## src/scs_defs.vh

```
// Constants for the supply companion control logic
`ifndef SCS_DEFS_VH
`define SCS_DEFS_VH

`define SCS_CLK_MHZ       100
`define SCS_NREQ_MS       350
`define SCS_INT_PULSE_US  10
`define SCS_RST_DUR_US    1000
`define SCS_WD_P0_MS      10
`define SCS_WD_P1_MS      50
`define SCS_WD_P2_MS      150
`define SCS_WD_P3_MS      350
`define SCS_HS_PER_MS     20
`define SCS_HS_ON_US      200

// Register indices; byte address is four times the index
`define SCS_IDX_MODE      3'h0
`define SCS_IDX_WDOG      3'h1
`define SCS_IDX_IRQ_EN    3'h2
`define SCS_IDX_IRQ       3'h3
`define SCS_IDX_IO        3'h4
`define SCS_IDX_MAIN      3'h5

// Operating modes
`define SCS_M_RESET       3'h0
`define SCS_M_NREQ        3'h1
`define SCS_M_NORMAL      3'h2
`define SCS_M_STANDBY     3'h3
`define SCS_M_STOP        3'h4
`define SCS_M_SLEEP       3'h5

// Interrupt flag positions, and the battery-fail bit position in the IO status register
`define SCS_IRQ_SUPLOW    0
`define SCS_IRQ_TEMP      1
`define SCS_IRQ_HSOT_V2   2
`define SCS_IO_BATTERY_FAIL_FLAG    3

`define SCS_RST_MODE_CMD  3'h2
`define SCS_RST_WD_CFG    3'h4
`define SCS_SYNC_INIT     16'h000c

`endif

```

## src/scs_sync.v

```verilog
// Two-flop synchroniser bank for inputs from outside the clock domain
`timescale 1ns/1ps
`default_nettype none
module scs_sync #(
  parameter         W    = 1,
  parameter [W-1:0] INIT = {W{1'b0}}
) (
  input  wire         aclk,    // System clock
  input  wire         aresetn, // Synchronous reset, active low
  input  wire         ce,      // Clock enable
  input  wire [W-1:0] d,       // Asynchronous inputs
  output reg  [W-1:0] sync_q   // Synchronised outputs
);
  reg [W-1:0] meta_q;

  always @(posedge aclk) begin
    if (!aresetn) begin
      meta_q <= INIT;
      sync_q <= INIT;
    end else if (ce) begin
      meta_q <= d;
      sync_q <= meta_q;
    end
  end
endmodule
`default_nettype wire

```

## src/scs_ctrl.v

```verilog
// Supply companion control logic: serial port, CAN pins, modes, flags, AXI4-Lite registers
// Operation
// - Sample MOSI on each falling SCLK edge.
// - Change MISO on rising SCLK edge for master sampling next falling.
// - Serial port selected only while chip select is low.
// - Drive CAN dominant when transmit input low, recessive when high.
// - Receive output low on dominant bus, high on recessive.
// - Reset output low in reset mode, high otherwise.
// - Main regulator undervoltage forces reset output low.
// - Outside Stop, an enabled active interrupt source holds interrupt low until cleared.
// - Only enabled sources reach the interrupt output.
// - In Stop, wake-up gives one 10 us low interrupt pulse.
// - Watchdog output low when watchdog not serviced correctly.
// - Level inputs readable, and wake sources in Sleep and Stop.
// - Battery-fail bit set in every mode on low battery.
// - Low-supply warning and maskable interrupt only in Normal and Standby.
// - Temperature pre-warning flag in main control and interrupt registers.
// - Regulator switched off above shutdown temperature.
// - Secondary-supply-low bit set while secondary supply is low.
// - Switch overtemperature sets status flag and combined interrupt flag.
// - Switch from register; cyclic in Sleep/Stop, steady in Normal/Standby.
// - Accurate oscillator for active modes, low-accuracy one for Sleep/Stop.
// - Four primary modes, selected only by commands; the code also re-enters Sleep on Normal Request expiry after a Sleep wake-up.
// - Normal Request entered automatically after reset and Stop wake-up.
// - Normal Request timer; watchdog configuration before expiry moves on.
// - Reset mode holds reset for a timed duration, then Normal Request.
//
// The placing of the registers and the AXI4-Lite slave port were left to the implementer.
`timescale 1ns/1ps
`default_nettype none
`include "scs_defs.vh"
module scs_ctrl #(
  parameter NREQ_CYC = `SCS_NREQ_MS * 1000 * `SCS_CLK_MHZ,
  parameter RST_CYC  = `SCS_RST_DUR_US * `SCS_CLK_MHZ,
  parameter WD_P0    = `SCS_WD_P0_MS * 1000 * `SCS_CLK_MHZ,
  parameter WD_P1    = `SCS_WD_P1_MS * 1000 * `SCS_CLK_MHZ,
  parameter WD_P2    = `SCS_WD_P2_MS * 1000 * `SCS_CLK_MHZ,
  parameter WD_P3    = `SCS_WD_P3_MS * 1000 * `SCS_CLK_MHZ,
  parameter HS_PER   = `SCS_HS_PER_MS * 1000 * `SCS_CLK_MHZ,
  parameter HS_ON    = `SCS_HS_ON_US * `SCS_CLK_MHZ
) (
  input  wire        aclk,                    // System clock, 100 MHz
  input  wire        aresetn,                 // Synchronous reset, active low
  input  wire        ce,                      // Clock enable, freezes state when low
  input  wire [11:0] awaddr,                  // AXI write address
  input  wire        awvalid,                 // AXI write address valid
  output reg         awready,                 // AXI write address ready
  input  wire [31:0] wdata,                   // AXI write data
  input  wire [3:0]  wstrb,                   // AXI write strobes
  input  wire        wvalid,                  // AXI write data valid
  output reg         wready,                  // AXI write data ready
  output reg  [1:0]  bresp,                   // AXI write response
  output reg         bvalid,                  // AXI write response valid
  input  wire        bready,                  // AXI write response ready
  input  wire [11:0] araddr,                  // AXI read address
  input  wire        arvalid,                 // AXI read address valid
  output reg         arready,                 // AXI read address ready
  output reg  [31:0] rdata,                   // AXI read data
  output reg  [1:0]  rresp,                   // AXI read response
  output reg         rvalid,                  // AXI read data valid
  input  wire        rready,                  // AXI read data ready
  input  wire        spi_sclk,                // Serial clock pin
  input  wire        spi_mosi,                // Serial data in pin
  input  wire        spi_cs_n,                // Serial chip select pin, active low
  output reg         spi_miso,                // Serial data out
  output reg         spi_miso_oe,             // Serial data out enable
  input  wire        can_txd,                 // Transmit input from protocol controller
  input  wire        can_bus_dom,             // Bus receiver sees dominant
  output reg         can_drive_dom,           // Drive bus dominant
  output reg         can_rxd,                 // Receive output to protocol controller
  input  wire        mon_bat_low,             // Battery below fail threshold
  input  wire        mon_sup_warn,            // Battery below early warning threshold
  input  wire        mon_sec_low,             // Secondary supply low
  input  wire        mon_main_uv,             // Main regulator under reset threshold
  input  wire        mon_temp_warn,           // Main regulator temperature warning
  input  wire        mon_temp_sd,             // Main regulator temperature shutdown
  input  wire        mon_hs_ot,               // High-side switch overtemperature
  input  wire [3:0]  level_wake_inputs,       // Level inputs
  output reg         rst_out_n,               // Reset output, active low
  output reg         int_n,                   // Interrupt output, active low
  output reg         watchdog_fault_output_n, // Watchdog fault, active low
  output reg         high_side_switch,        // High-side switch on
  output reg         main_regulator_off,      // Main regulator shut off
  output reg         osc_low_sel              // Low-accuracy oscillator selected
);
  localparam INT_CYC = `SCS_INT_PULSE_US * `SCS_CLK_MHZ;

  wire [15:0] s;
  scs_sync #(.W(16), .INIT(`SCS_SYNC_INIT)) u_sync (
    .aclk    (aclk),
    .aresetn (aresetn),
    .ce      (ce),
    .d       ({level_wake_inputs, mon_hs_ot, mon_temp_sd, mon_temp_warn, mon_main_uv,
               mon_sec_low, mon_sup_warn, mon_bat_low, can_bus_dom, can_txd,
               spi_cs_n, spi_mosi, spi_sclk}),
    .sync_q  (s)
  );
  wire       s_sclk = s[0];
  wire       s_mosi = s[1];
  wire       s_cs_n = s[2];
  wire       s_txd  = s[3];
  wire       s_dom  = s[4];
  wire       s_bat  = s[5];
  wire       s_warn = s[6];
  wire       s_sec  = s[7];
  wire       s_uv   = s[8];
  wire       s_tw   = s[9];
  wire       s_tsd  = s[10];
  wire       s_hsot = s[11];
  wire [3:0] s_lvl  = s[15:12];

  reg        sclk_prev_q;
  reg        cs_prev_q;
  reg [15:0] rx_sr_q;
  reg [15:0] tx_sr_q;
  reg [4:0]  bit_cnt_q;
  reg [2:0]  mode_q;
  reg [2:0]  mode_cmd_q;
  reg [2:0]  wd_cfg_q;
  reg [2:0]  irq_en_q;
  reg [2:0]  irq_q;
  reg        bat_fail_q;
  reg [1:0]  hs_ctl_q;
  reg        from_sleep_q;
  reg [31:0] tmr_q;
  reg [31:0] wd_cnt_q;
  reg [31:0] pulse_q;
  reg [3:0]  lvl_ref_q;
  reg        wd_flt_q;
  reg [2:0]  aw_idx_q;
  reg        aw_ok_q;
  reg [7:0]  w_dat_q;
  reg        w_lane_q;

  wire sclk_rise = s_sclk & ~sclk_prev_q;
  wire sclk_fall = ~s_sclk & sclk_prev_q;
  wire cs_fall   = ~s_cs_n & cs_prev_q;
  wire cs_rise   = s_cs_n & ~cs_prev_q;

  wire act_mode  = (mode_q == `SCS_M_NORMAL) || (mode_q == `SCS_M_STANDBY);
  wire low_mode  = (mode_q == `SCS_M_STOP) || (mode_q == `SCS_M_SLEEP);
  wire sup_low   = s_warn & act_mode;
  wire [7:0] io_stat = {s_lvl, bat_fail_q, s_hsot, s_sec, sup_low};
  wire [7:0] main_stat = {3'b000, main_regulator_off, irq_q[`SCS_IRQ_TEMP], mode_q};

  // A frame counts only when exactly 16 bits arrived; writes land at the end of the frame
  wire       spi_wr = cs_rise & (bit_cnt_q == 5'd16) & rx_sr_q[15];
  wire       ax_wr  = ~awready & ~wready & ~bvalid & ~spi_wr;
  wire       wr_en  = spi_wr | (ax_wr & aw_ok_q & w_lane_q);
  wire [2:0] wr_idx = spi_wr ? rx_sr_q[14:12] : aw_idx_q;
  wire [7:0] wr_dat = spi_wr ? rx_sr_q[7:0] : w_dat_q;
  wire       mode_req = wr_en & (wr_idx == `SCS_IDX_MODE);
  wire       wd_touch = wr_en & (wr_idx == `SCS_IDX_WDOG);

  wire [2:0] irq_set;
  assign irq_set[`SCS_IRQ_SUPLOW]  = sup_low;
  assign irq_set[`SCS_IRQ_TEMP]    = s_tw;
  assign irq_set[`SCS_IRQ_HSOT_V2] = s_hsot | s_sec;
  wire [2:0] irq_clr = (wr_en && wr_idx == `SCS_IDX_IRQ) ? wr_dat[2:0] : 3'b000;
  wire       bat_clr = wr_en && (wr_idx == `SCS_IDX_IO) && wr_dat[`SCS_IO_BATTERY_FAIL_FLAG];

  reg [31:0] wd_per;
  always @* begin
    case (wd_cfg_q[1:0])
      2'b00:   wd_per = WD_P0;
      2'b01:   wd_per = WD_P1;
      2'b10:   wd_per = WD_P2;
      default: wd_per = WD_P3;
    endcase
  end
  // Window mode: a service in the first half of the period is as bad as none at all
  wire wd_bad = (wd_cnt_q >= wd_per - 1) ||
                (wd_touch && wd_cfg_q[2] && (wd_cnt_q < (wd_per >> 1)));
  wire wake = (s_lvl != lvl_ref_q);

  function [7:0] reg_rd;
    input [2:0] idx;
    begin
      case (idx)
        `SCS_IDX_MODE:   reg_rd = {5'b00000, mode_cmd_q};
        `SCS_IDX_WDOG:   reg_rd = {5'b00000, wd_cfg_q};
        `SCS_IDX_IRQ_EN: reg_rd = {5'b00000, irq_en_q};
        `SCS_IDX_IRQ:    reg_rd = {5'b00000, irq_q};
        `SCS_IDX_IO:     reg_rd = io_stat;
        `SCS_IDX_MAIN:   reg_rd = main_stat;
        default:         reg_rd = 8'h00;
      endcase
    end
  endfunction
  wire ar_ok = (araddr[11:5] == 7'h00) && (araddr[4:2] <= `SCS_IDX_MAIN);
  wire aw_ok = (awaddr[11:5] == 7'h00) && (awaddr[4:2] <= `SCS_IDX_MAIN);

  // Serial port, oversampled by aclk
  always @(posedge aclk) begin
    if (!aresetn) begin
      sclk_prev_q <= 1'b0;
      cs_prev_q   <= 1'b1;
      rx_sr_q     <= 16'h0000;
      tx_sr_q     <= 16'h0000;
      bit_cnt_q   <= 5'd0;
      spi_miso    <= 1'b0;
      spi_miso_oe <= 1'b0;
    end else if (ce) begin
      sclk_prev_q <= s_sclk;
      cs_prev_q   <= s_cs_n;
      spi_miso    <= tx_sr_q[15];
      spi_miso_oe <= ~s_cs_n;
      if (cs_fall) begin
        tx_sr_q   <= {io_stat, 1'b0, irq_q, 1'b0, mode_q};
        bit_cnt_q <= 5'd0;
      end else if (!s_cs_n) begin
        if (sclk_fall) begin
          rx_sr_q <= {rx_sr_q[14:0], s_mosi};
          if (bit_cnt_q != 5'd31)
            bit_cnt_q <= bit_cnt_q + 5'd1;
        end
        // First bit is presented at select, so the first rising edge must not shift
        if (sclk_rise && bit_cnt_q != 5'd0)
          tx_sr_q <= {tx_sr_q[14:0], 1'b0};
      end
    end
  end

  // Registers written from either port; a same-cycle serial write goes first, the AXI write lands one cycle later
  always @(posedge aclk) begin
    if (!aresetn) begin
      mode_cmd_q <= `SCS_RST_MODE_CMD;
      wd_cfg_q   <= `SCS_RST_WD_CFG;
      irq_en_q   <= 3'b000;
      irq_q      <= 3'b000;
      bat_fail_q <= 1'b0;
      hs_ctl_q   <= 2'b00;
    end else if (ce) begin
      if (mode_req)
        mode_cmd_q <= wr_dat[2:0];
      if (wd_touch)
        wd_cfg_q <= wr_dat[2:0];
      if (wr_en && wr_idx == `SCS_IDX_IRQ_EN)
        irq_en_q <= wr_dat[2:0];
      if (wr_en && wr_idx == `SCS_IDX_MAIN)
        hs_ctl_q <= wr_dat[1:0];
      irq_q      <= (irq_q & ~irq_clr) | irq_set;
      bat_fail_q <= (bat_fail_q & ~bat_clr) | s_bat;
    end
  end

  // Mode sequencer
  always @(posedge aclk) begin
    if (!aresetn) begin
      mode_q       <= `SCS_M_RESET;
      tmr_q        <= 32'd0;
      wd_cnt_q     <= 32'd0;
      pulse_q      <= 32'd0;
      from_sleep_q <= 1'b0;
      wd_flt_q     <= 1'b0;
      lvl_ref_q    <= 4'h0;
    end else if (ce) begin
      tmr_q <= tmr_q + 32'd1;
      if (pulse_q != 32'd0)
        pulse_q <= pulse_q - 32'd1;
      if (!low_mode)
        lvl_ref_q <= s_lvl;
      if (act_mode)
        wd_cnt_q <= wd_touch ? 32'd0 : wd_cnt_q + 32'd1;
      else if (low_mode)
        wd_cnt_q <= (wd_cnt_q >= HS_PER - 1) ? 32'd0 : wd_cnt_q + 32'd1;
      else
        wd_cnt_q <= 32'd0;
      if (s_uv) begin
        mode_q <= `SCS_M_RESET;
        tmr_q  <= 32'd0;
      end else begin
        case (mode_q)
          `SCS_M_RESET: begin
            if (tmr_q >= RST_CYC - 1) begin
              mode_q   <= `SCS_M_NREQ;
              tmr_q    <= 32'd0;
              wd_flt_q <= 1'b0;
            end
          end
          `SCS_M_NREQ: begin
            if (wd_touch) begin
              mode_q   <= (mode_cmd_q == `SCS_M_STANDBY) ? `SCS_M_STANDBY : `SCS_M_NORMAL;
              wd_cnt_q <= 32'd0;
            end else if (tmr_q >= NREQ_CYC - 1) begin
              mode_q <= from_sleep_q ? `SCS_M_SLEEP : `SCS_M_RESET;
              tmr_q  <= 32'd0;
            end
          end
          `SCS_M_NORMAL, `SCS_M_STANDBY: begin
            if (wd_bad) begin
              mode_q       <= `SCS_M_RESET;
              tmr_q        <= 32'd0;
              wd_flt_q     <= 1'b1;
              from_sleep_q <= 1'b0;
            end else if (mode_req) begin
              case (wr_dat[2:0])
                `SCS_M_NORMAL, `SCS_M_STANDBY, `SCS_M_STOP: begin
                  mode_q   <= wr_dat[2:0];
                  wd_cnt_q <= 32'd0;
                end
                `SCS_M_SLEEP: begin
                  mode_q   <= `SCS_M_SLEEP;
                  wd_cnt_q <= 32'd0;
                end
                default: begin
                  mode_q <= mode_q;
                end
              endcase
            end
          end
          `SCS_M_STOP: begin
            // Level change or a chip-select release wakes straight to Normal Request
            if (wake || cs_rise) begin
              mode_q       <= `SCS_M_NREQ;
              tmr_q        <= 32'd0;
              from_sleep_q <= 1'b0;
              pulse_q      <= INT_CYC;
            end
          end
          `SCS_M_SLEEP: begin
            if (wake) begin
              mode_q       <= `SCS_M_RESET;
              tmr_q        <= 32'd0;
              from_sleep_q <= 1'b1;
            end
          end
          default: begin
            mode_q <= `SCS_M_RESET;
          end
        endcase
      end
    end
  end

  // Pin outputs
  always @(posedge aclk) begin
    if (!aresetn) begin
      rst_out_n               <= 1'b0;
      int_n                   <= 1'b1;
      watchdog_fault_output_n <= 1'b1;
      high_side_switch        <= 1'b0;
      main_regulator_off      <= 1'b0;
      osc_low_sel             <= 1'b0;
      can_drive_dom           <= 1'b0;
      can_rxd                 <= 1'b1;
    end else if (ce) begin
      rst_out_n <= (mode_q != `SCS_M_RESET) & ~s_uv;
      // In Stop only the wake pulse reaches the pin, never the held level
      int_n <= ~((pulse_q != 32'd0) ||
                 ((mode_q != `SCS_M_STOP) && |(irq_q & irq_en_q)));
      watchdog_fault_output_n <= ~wd_flt_q;
      high_side_switch <= ~s_hsot & (act_mode ? hs_ctl_q[0] :
                          (low_mode & hs_ctl_q[1] & (wd_cnt_q < HS_ON)));
      main_regulator_off <= s_tsd;
      osc_low_sel        <= low_mode;
      can_drive_dom      <= ~s_txd;
      can_rxd            <= ~s_dom;
    end
  end

  // AXI4-Lite slave; one write and one read in flight, address and data in either order
  always @(posedge aclk) begin
    if (!aresetn) begin
      awready  <= 1'b1;
      wready   <= 1'b1;
      bvalid   <= 1'b0;
      bresp    <= 2'b00;
      arready  <= 1'b1;
      rvalid   <= 1'b0;
      rresp    <= 2'b00;
      rdata    <= 32'h0000_0000;
      aw_idx_q <= 3'h0;
      aw_ok_q  <= 1'b0;
      w_dat_q  <= 8'h00;
      w_lane_q <= 1'b0;
    end else if (ce) begin
      if (awvalid && awready) begin
        awready  <= 1'b0;
        aw_idx_q <= awaddr[4:2];
        aw_ok_q  <= aw_ok;
      end
      if (wvalid && wready) begin
        wready   <= 1'b0;
        w_dat_q  <= wdata[7:0];
        w_lane_q <= wstrb[0];
      end
      if (ax_wr) begin
        bvalid <= 1'b1;
        bresp  <= aw_ok_q ? 2'b00 : 2'b10;
      end
      if (bvalid && bready) begin
        bvalid  <= 1'b0;
        awready <= 1'b1;
        wready  <= 1'b1;
      end
      if (arvalid && arready) begin
        arready <= 1'b0;
        rvalid  <= 1'b1;
        rresp   <= ar_ok ? 2'b00 : 2'b10;
        rdata   <= {24'h00_0000, ar_ok ? reg_rd(araddr[4:2]) : 8'h00};
      end
      if (rvalid && rready) begin
        rvalid  <= 1'b0;
        arready <= 1'b1;
      end
    end
  end
endmodule
`default_nettype wire

```

## config.mk

```make
export PLATFORM = sky130hd
export DESIGN_NAME = scs_ctrl
export DESIGN_NICKNAME = d
export VERILOG_FILES = /design/src/scs_sync.v /design/src/scs_ctrl.v
export VERILOG_INCLUDE_DIRS = /design/src
export SDC_FILE = /design/constraint.sdc
export NUM_CORES = 1
export LEC_CHECK = 0
export BUFFER_PORTS_ARGS = -buffer_cell sky130_fd_sc_hd__buf_2
export CAP_MARGIN = 10
export CELL_PAD_IN_SITES_DETAIL_PLACEMENT = 1
export CELL_PAD_IN_SITES_GLOBAL_PLACEMENT = 2
export CORE_MARGIN = 2
export CORE_UTILIZATION = 36
export CTS_BUF_LIST = sky130_fd_sc_hd__clkbuf_8
export CTS_CLUSTER_SIZE = 25
export DETAILED_ROUTE_END_ITERATION = 12
export PLACE_DENSITY_LB_ADDON = 0.1
export SLEW_MARGIN = 40
export SYNTH_ARGS = -nofsm -noshare
export SYNTH_HDL_FRONTEND = slang
export SYNTH_SLANG_ARGS = --single-unit
export TNS_END_PERCENT = 1
```

## constraint.sdc

```tcl
create_clock -name aclk -period 4.03 [get_ports aclk]
set_clock_uncertainty 0.2 [all_clocks]
set_input_delay 0.2015 -clock aclk [delete_from_list [all_inputs] [get_ports aclk]]
set_output_delay 0.2015 -clock aclk [all_outputs]
set_load 0.02 [all_outputs]
```

==> flow_results.xml, run 1 <==
<?xml version="1.0" encoding="UTF-8"?>
<metrics>
  <group name="power">
    <metric name="power_switching_share" unit="%">32.50</metric>
    <metric name="intPower" unit="W">0.004316</metric>
    <metric name="power_frac_seq" unit="%">40.9</metric>
    <metric name="leakage" unit="nW">5.391</metric>
    <metric name="power_per_cell_area" unit="nW/um2">468.9</metric>
    <metric name="power.share.clock" unit="%">36.3</metric>
    <metric name="peakVddDrop" unit="mV">0.2267</metric>
    <metric name="comb_power_share" unit="%">22.8</metric>
    <metric name="power_switching" unit="W">0.002079</metric>
    <metric name="post-layout-total-power" unit="W">0.006395</metric>
  </group>
  <group name="die">
    <metric name="coreArea" unit="um2">31470</metric>
    <metric name="ios" unit="">135</metric>
    <metric name="chipWidth" unit="um">182.6</metric>
    <metric name="floorplan.rows" unit="">65</metric>
    <metric name="die_h" unit="um">182.6</metric>
    <metric name="floorplan.initialDensity" unit="%">36.50</metric>
    <metric name="fp.dieArea" unit="um2">33350</metric>
  </group>
  <group name="synthesis">
    <metric name="unique_cell_type_count_in_the_yosys_netlist" unit="">75</metric>
    <metric name="post_synth_instance_area" unit="um2">11490</metric>
    <metric name="synth_simple_gate_area_share" unit="%">25.29</metric>
    <metric name="syn-mean-instance-area" unit="um2">8.330</metric>
    <metric name="yosys_warnings" unit="">0</metric>
    <metric name="largest_family_of_logic_cells_by_synthesized_area" unit="">simple AND/OR/NAND/NOR gates</metric>
    <metric name="ys_seq_elements" unit="">225</metric>
    <metric name="synth-compound-area-share" unit="%">13.36</metric>
    <metric name="yosys.area_share.adder" unit="%">4.575</metric>
    <metric name="synth_edf_count" unit="">0</metric>
    <metric name="synthXorXnorAreaFrac" unit="%">5.032</metric>
    <metric name="asyncSetResetFlopFracSynth" unit="%">0</metric>
    <metric name="syn-instance-count" unit="">1379</metric>
    <metric name="share_of_the_yosys_chip_area_belonging_to_registers" unit="%">39.21</metric>
    <metric name="mux_contribution_to_synthesized_area" unit="%">7.014</metric>
    <metric name="synth_ff_type" unit="">dfxtp_1</metric>
  </group>
  <group name="timing">
    <metric name="timing.final.setup_violations" unit="">0</metric>
    <metric name="timing_max_transition_violations_final" unit="">0</metric>
    <metric name="period_minus_slack" unit="ns">3.703</metric>
    <metric name="relSlewSlack" unit="%">45.35</metric>
    <metric name="fin_setup_tns" unit="ns">0</metric>
    <metric name="worst_slew_pin_slew" unit="ns">0.8188</metric>
    <metric name="max_clock_freq" unit="MHz">270.1</metric>
    <metric name="rsz_0062_raised_after_global_routing" unit="">false</metric>
    <metric name="final_min_period_over_clock_period" unit="%">91.88</metric>
    <metric name="timing_hold_violations_final" unit="">0</metric>
  </group>
  <group name="placement">
    <metric name="numPortBuffers" unit="">73</metric>
    <metric name="hpwlAfterDp" unit="mm">22.56</metric>
    <metric name="routabilityCongestion" unit="">0.7871</metric>
  </group>
  <group name="clock_network">
    <metric name="htree_num_levels" unit="">2</metric>
    <metric name="clk_pin_slew" unit="ns">0.06</metric>
    <metric name="clk_sinks" unit="">225</metric>
    <metric name="number_of_clock_buffers_inserted_by_tritoncts" unit="">43</metric>
    <metric name="maximum_buffer_depth_of_the_clock_tree" unit="">3</metric>
    <metric name="clock_tree_from_tritoncts" unit="">yes</metric>
    <metric name="post-cts-setup-buffers" unit="">0</metric>
    <metric name="cts_root_buffer" unit="">clkbuf_8</metric>
    <metric name="clock_latency" unit="ns">0.56</metric>
  </group>
  <group name="critical_path">
    <metric name="worst-endpoint-required" unit="ns">4.27</metric>
    <metric name="worst_setup_path_end_kind" unit="">flop</metric>
    <metric name="timing.setup.critical_path_class" unit="">flop to flop</metric>
    <metric name="worst-path-max-fanout" unit="">16</metric>
    <metric name="worstPathArrival" unit="ns">3.94</metric>
    <metric name="timing.critical_path.from_type" unit="">flop</metric>
  </group>
  <group name="global_routing">
    <metric name="antenna_violations_before_repair" unit="">0</metric>
    <metric name="grt_pass1_vias" unit="">10573</metric>
    <metric name="global_route.usage.total" unit="%">19.83</metric>
    <metric name="grt_start_max_net_pins" unit="">77</metric>
    <metric name="grt_pass1_wl" unit="mm">54.52</metric>
    <metric name="gr_ovfl_total" unit="">0</metric>
  </group>
  <group name="finish">
    <metric name="multi_input_area" unit="um2">6481</metric>
    <metric name="ff_latch_area" unit="um2">4504</metric>
    <metric name="final_layout_size_suffix_gt1_share" unit="%">12.57</metric>
    <metric name="design.final.nets" unit="">1631</metric>
    <metric name="areaGrowthSynthToFinish" unit="%">18.72</metric>
    <metric name="antenna-diode-count" unit="">0</metric>
    <metric name="filler_instances" unit="">3725</metric>
  </group>
  <group name="drt">
    <metric name="viasPerCell" unit="">5.331</metric>
    <metric name="final_antenna_net_count" unit="">0</metric>
    <metric name="post-route-drc-count" unit="">0</metric>
    <metric name="wl_per_cell" unit="um">16.95</metric>
    <metric name="initialDrtViolationCount" unit="">421</metric>
    <metric name="drt_wl_total" unit="mm">32.83</metric>
    <metric name="drt_pass1_iterations" unit="">4</metric>
    <metric name="dr_total_vias" unit="">10327</metric>
  </group>
  <group name="run_status">
    <metric name="outcome" unit="">complete, no violations</metric>
  </group>
  <group name="hold_path">
    <metric name="hold_path_class" unit="">primary input to flop</metric>
  </group>
  <group name="flow_run">
    <metric name="max_cap_viol_count" unit="">0</metric>
  </group>
</metrics>
-- state kept, by name, summed over array words and instances, names as in the netlist, 2 cells and up --
signal,count
mode_q,3
rx_sr_q,16
lvl_ref_q,4
irq_en_q,3
irq_q,3
mode_cmd_q,3
w_dat_q,4
rdata,8
tmr_q,32
wd_cfg_q,3
wd_cnt_q,32
tx_sr_q,16
u_sync.meta_q,16
u_sync.sync_q,16
aw_idx_q,3
pulse_q,32
bit_cnt_q,5
hs_ctl_q,2
-- placed cells by master, fill, tap and decap left out, drive strengths merged, types with 5 or more instances in the layout --
master	instances
ha	42
mux2i	76
o211ai	7
conb	26
o21ai	43
nand2	149
nand3b	7
nor3b	7
buf	100
clkbuf	55
o22ai	8
and3	20
dlygate4sd3	56
nor4	21
a311oi	12
nand4	43
a22oi	10
a21o	5
a211oi	15
or3	12
xnor2	22
a32oi	5
nand3	58
and2	13
nor2b	6
or4	8
a21oi	56
xor2	44
nand2b	10
or2	6
inv	48
and4	5
a31oi	18
nor3	28
o311ai	13
dfxtp	225
nor2	202
-- critical path, cell delays in order (launching register included) --
cell,delay [ns]
dfxtp_1,0.38
inv_1,0.13
ha_1,0.30
inv_1,0.26
ha_1,0.32
nand4_1,0.14
a21oi_1,0.05
or4b_2,0.60
a21oi_1,0.18
and4b_1,0.32
o21ai_2,0.12
buf_4,0.23
a311oi_1,0.28
a21oi_1,0.06
-- routing by layer --
metal / up-vias / track usage (%) / part of all wire [%]
met4: 0 / 5.806 / 2.2
met5: - / 0 / 0
met1: 5007 / 25.93 / 47
met2: 141 / 33.95 / 47
met3: 58 / 2.814 / 3.5
li1: 5121 / - / -
-- synthesized netlist by cell type (all sizes together) (4+ instances only) --
cell	number	share of area (%)
a211oi	15	0.98
and3	20	1.1
a32oi	5	0.45
a31oi	18	1.1
nor3	28	1.3
or4	8	0.52
nand2	149	4.9
nand4b	4	0.30
nand2b	10	0.54
o22ai	8	0.44
xor2	44	3.4
o21ai	43	1.9
o311ai	13	0.99
nor4	21	1.2
inv	32	1.0
a21oi	56	2.4
and4	5	0.38
xnor2	22	1.7
a311oi	12	0.91
nor2b	6	0.33
dfxtp	225	39
o31ai	4	0.26
nor2	202	6.6
nand3	58	2.5
buf	44	2.6
or2	6	0.33
nor4b	4	0.30
o211ai	7	0.46
a21o	5	0.33
mux2	4	0.39
nor3b	7	0.46
ha	42	4.6
and2	13	0.71
mux2i	76	6.6
clkbuf	56	1.8
a22oi	10	0.65
nand3b	7	0.46
nand4	43	2.3
or3	12	0.65
-- cell type report --
cell class | count | share of cell area, %
Timing Repair Buffer | 156 | 8.413
Clock inverter | 20 | 0.8991
Clock buffer | 55 | 5.550
Inverter | 32 | 0.8991
Sequential cell | 225 | 33.03
Multi-Input combinational cell | 1047 | 47.52
Tap cell | 402 | 3.688
-- power by group through the flow --
stage | logic (W) | clock network, W | registers, W
final | 0.00146 | 0.00232 | 0.00262
after floorplan | 0.00112 | 0 | 0.00262
after global routing | 0.00166 | 0.00252 | 0.00265
after detailed placement | 0.00142 | 0 | 0.00267
after global placement | 0.00139 | 0 | 0.00266
after CTS | 0.00147 | 0.00240 | 0.00262
-- repair_timing --
| item | in CTS | in global routing |
|---|---|---|
| hold endpoints to repair | 71 | 0 |
| hold buffers | 56 | 0 |
| resized for setup | 0 | 1 |
| endpoints found under the setup margin | 0 | 2 |
-- cells by family after synthesis --
logic type / Yosys count
AOI/OAI and AO/OA: 225
xor gates and xnor gates: 66
adders and majority gates: 42
buffers and inverters: 132
DFF: 225
muxes: 80
other: 1
and+or+nand+nor: 608
-- through the flow --
stage,setup slack [ns],utilization [%],hold WS [ns],instances,cell area [um2]
after floorplan,0.6001,-,0.1299,1404,11580
after global placement,0.3963,38.69,0.2245,1806,12180
after detailed placement,0.3729,38.70,0.2348,1806,12180
after CTS,0.3194,43.27,0.004005,1937,13620
after global routing,0.06226,43.33,0.03850,1937,13640
final,0.3274,43.33,0.01022,1937,13640
-- final timing paths --
kind | slack, ns | cells past startpoint | start | end
max | 0.33 | 13 | wd_cfg_q[0]$_SDFFE_PN0P_ | tmr_q[30]$_SDFFE_PN0P_
min | 0.01 | 4 | araddr[3] | rdata[1]$_SDFFE_PN0P_
min reg2reg | 0.26 | 2 | tx_sr_q[7]$_SDFFE_PN0P_ | tx_sr_q[7]$_SDFFE_PN0P_
max reg2reg | 0.33 | 13 | wd_cfg_q[0]$_SDFFE_PN0P_ | tmr_q[30]$_SDFFE_PN0P_
Note: power is estimated with default switching activity, not from simulation.
==> run 2, diff against run 1 <==
- CTS_BUF_LIST: sky130_fd_sc_hd__clkbuf_8 -> sky130_fd_sc_hd__clkbuf_4
==> flow_results.xml, run 2 (synthesis results as in run 1) <==
<?xml version="1.0" encoding="UTF-8"?>
<metrics>
  <group name="finish">
    <metric name="leading_cell_types_in_the_layout_fill_and_taps_excluded" unit="">dfxtp_1, nor2_1, nand2_1, clkbuf_4, mux2i_1</metric>
    <metric name="layout_top_registers" unit="">pulse_q x32, tmr_q x32, wd_cnt_q x32</metric>
    <metric name="design.final.nets" unit="">1672</metric>
    <metric name="most_frequent_standard_cell_in_the_layout_excluding_fill_and_tap_cells" unit="">dfxtp_1</metric>
    <metric name="areaGrowthSynthToFinish" unit="%">19.51</metric>
    <metric name="post_layout_nonfiller_instances" unit="">1989</metric>
    <metric name="utilization_of_the_core_after_routing" unit="%">43.62</metric>
    <metric name="final_layout_size_suffix_gt1_share" unit="%">14.50</metric>
    <metric name="multi_input_area" unit="um2">6475</metric>
    <metric name="filler_instances" unit="">3748</metric>
    <metric name="ff_latch_area" unit="um2">4504</metric>
  </group>
  <group name="clock_network">
    <metric name="maximum_buffer_depth_of_the_clock_tree" unit="">3</metric>
    <metric name="clk_sinks" unit="">225</metric>
    <metric name="htree_num_levels" unit="">3</metric>
    <metric name="post-cts-setup-buffers" unit="">0</metric>
    <metric name="clock_tree_from_tritoncts" unit="">yes</metric>
    <metric name="clock_latency" unit="ns">0.67</metric>
    <metric name="number_of_clock_buffers_inserted_by_tritoncts" unit="">69</metric>
    <metric name="clk_pin_slew" unit="ns">0.06</metric>
    <metric name="cts-resized-gates" unit="">0</metric>
    <metric name="cts_root_buffer" unit="">clkbuf_4</metric>
  </group>
  <group name="run_status">
    <metric name="outcome" unit="">complete, no violations</metric>
  </group>
  <group name="die">
    <metric name="coreArea" unit="um2">31470</metric>
    <metric name="floorplan.rows" unit="">65</metric>
    <metric name="floorplan.initialDensity" unit="%">36.50</metric>
    <metric name="chipWidth" unit="um">182.6</metric>
    <metric name="fp.dieArea" unit="um2">33350</metric>
    <metric name="ios" unit="">135</metric>
    <metric name="die_h" unit="um">182.6</metric>
  </group>
  <group name="critical_path">
    <metric name="worst_setup_path_end_kind" unit="">flop</metric>
    <metric name="worst-path-max-fanout" unit="">16</metric>
    <metric name="timing.critical_path.from_type" unit="">flop</metric>
    <metric name="worstPathArrival" unit="ns">3.99</metric>
    <metric name="timing.setup.critical_path_class" unit="">flop to flop</metric>
    <metric name="worst-endpoint-required" unit="ns">4.38</metric>
  </group>
  <group name="timing">
    <metric name="worst_hold_slack" unit="ns">0.1078</metric>
    <metric name="max_clock_freq" unit="MHz">274.9</metric>
    <metric name="timing_hold_violations_final" unit="">0</metric>
    <metric name="timing.final.setup_violations" unit="">0</metric>
    <metric name="final_min_period_over_clock_period" unit="%">90.25</metric>
    <metric name="fin_setup_tns" unit="ns">0</metric>
    <metric name="period_minus_slack" unit="ns">3.637</metric>
    <metric name="rsz_0062_raised_after_global_routing" unit="">false</metric>
    <metric name="relSlewSlack" unit="%">43.20</metric>
    <metric name="worst_slack" unit="ns">0.3929</metric>
    <metric name="timing_max_transition_violations_final" unit="">0</metric>
    <metric name="worst_slew_pin_slew" unit="ns">0.8511</metric>
  </group>
  <group name="power">
    <metric name="peakVddDrop" unit="mV">0.2133</metric>
    <metric name="leakage" unit="nW">5.422</metric>
    <metric name="power_per_cell_area" unit="nW/um2">458.8</metric>
  </group>
  <group name="placement">
    <metric name="placed_cells" unit="">1806</metric>
    <metric name="post-place-ws" unit="ns">0.3729</metric>
    <metric name="hpwlAfterDp" unit="mm">22.56</metric>
    <metric name="numPortBuffers" unit="">73</metric>
    <metric name="routabilityCongestion" unit="">0.7871</metric>
  </group>
  <group name="drt">
    <metric name="wl_per_cell" unit="um">16.79</metric>
    <metric name="viasPerCell" unit="">5.275</metric>
    <metric name="initialDrtViolationCount" unit="">407</metric>
    <metric name="dr_total_vias" unit="">10491</metric>
    <metric name="drt_wl_total" unit="mm">33.40</metric>
    <metric name="post-route-drc-count" unit="">0</metric>
    <metric name="drt_pass1_iterations" unit="">4</metric>
    <metric name="final_antenna_net_count" unit="">0</metric>
  </group>
  <group name="hold_path">
    <metric name="hold_path_class" unit="">primary input to flop</metric>
  </group>
  <group name="global_routing">
    <metric name="grt_pass1_wl" unit="mm">55.36</metric>
    <metric name="grt_start_max_net_pins" unit="">77</metric>
    <metric name="antenna_violations_before_repair" unit="">1</metric>
    <metric name="global_route.usage.total" unit="%">20.25</metric>
    <metric name="gr_ovfl_total" unit="">0</metric>
    <metric name="grt_pass1_vias" unit="">10884</metric>
  </group>
  <group name="flow_run">
    <metric name="max_cap_viol_count" unit="">0</metric>
  </group>
</metrics>
[run 2: worst paths after layout]
check | depth (start not counted) | end | slack (ns) | from
worst min register to register | 2 | tx_sr_q[7]$_SDFFE_PN0P_ | 0.26 | tx_sr_q[7]$_SDFFE_PN0P_
worst min-delay path | 4 | u_sync.meta_q[13]$_SDFFE_PN0P_ | 0.11 | level_wake_inputs[1]
worst max-delay path | 13 | tmr_q[30]$_SDFFE_PN0P_ | 0.39 | wd_cfg_q[0]$_SDFFE_PN0P_
worst max register to register | 13 | tmr_q[30]$_SDFFE_PN0P_ | 0.39 | wd_cfg_q[0]$_SDFFE_PN0P_
[run 2: per-stage QoR]
| stage | cell area, um2 | power (W) |
|---|---|---|
| after floorplan | 11580 | 0.003747 |
| after global placement | 12180 | 0.004053 |
| after detailed placement | 12180 | 0.004086 |
| after CTS | 13710 | 0.006417 |
| after global routing | 13730 | 0.006751 |
| final | 13730 | 0.006298 |
[run 2: final cells by class]
| cell class | count | area share, % |
|---|---|---|
| well taps | 402 | 3.664 |
| flip-flops and latches | 225 | 32.81 |
| clock buffers | 92 | 5.031 |
| inverters | 32 | 0.8932 |
| diodes | 1 | 0.01823 |
| repair buffers | 171 | 9.451 |
| multi-input cells | 1047 | 47.17 |
| clock inverters | 19 | 0.9661 |
[run 2: power breakdown]
group	switching (W)	internal (W)
Combinational	0.000871	0.000602
Sequential	0.000186	0.00243
Clock	0.00103	0.00118
Total	0.00209	0.00421
[run 2: metal layers]
metal	track usage (%)	up-vias	share of wire, %
li1	-	5225	-
met1	25.92	5041	47
met2	34.11	164	47
met3	3.632	61	3.4
met4	7.290	0	2.3
met5	0	-	0
[run 2: timing repair]
item	CTS	global route
setup endpoints to repair	0	0
hold buffers	71	0
hold endpoints to repair	105	0
[run 2: worst max-delay path: stages (launching register included)]
cell and delay [ns]:
dfxtp_1 0.38, inv_1 0.13, ha_1 0.30, inv_1 0.26, ha_1 0.32, nand4_1 0.13, a21oi_1 0.05, or4b_2 0.60
a21oi_1 0.18, and4b_1 0.30, o21ai_2 0.11, buf_4 0.23, a311oi_1 0.28, a21oi_1 0.06
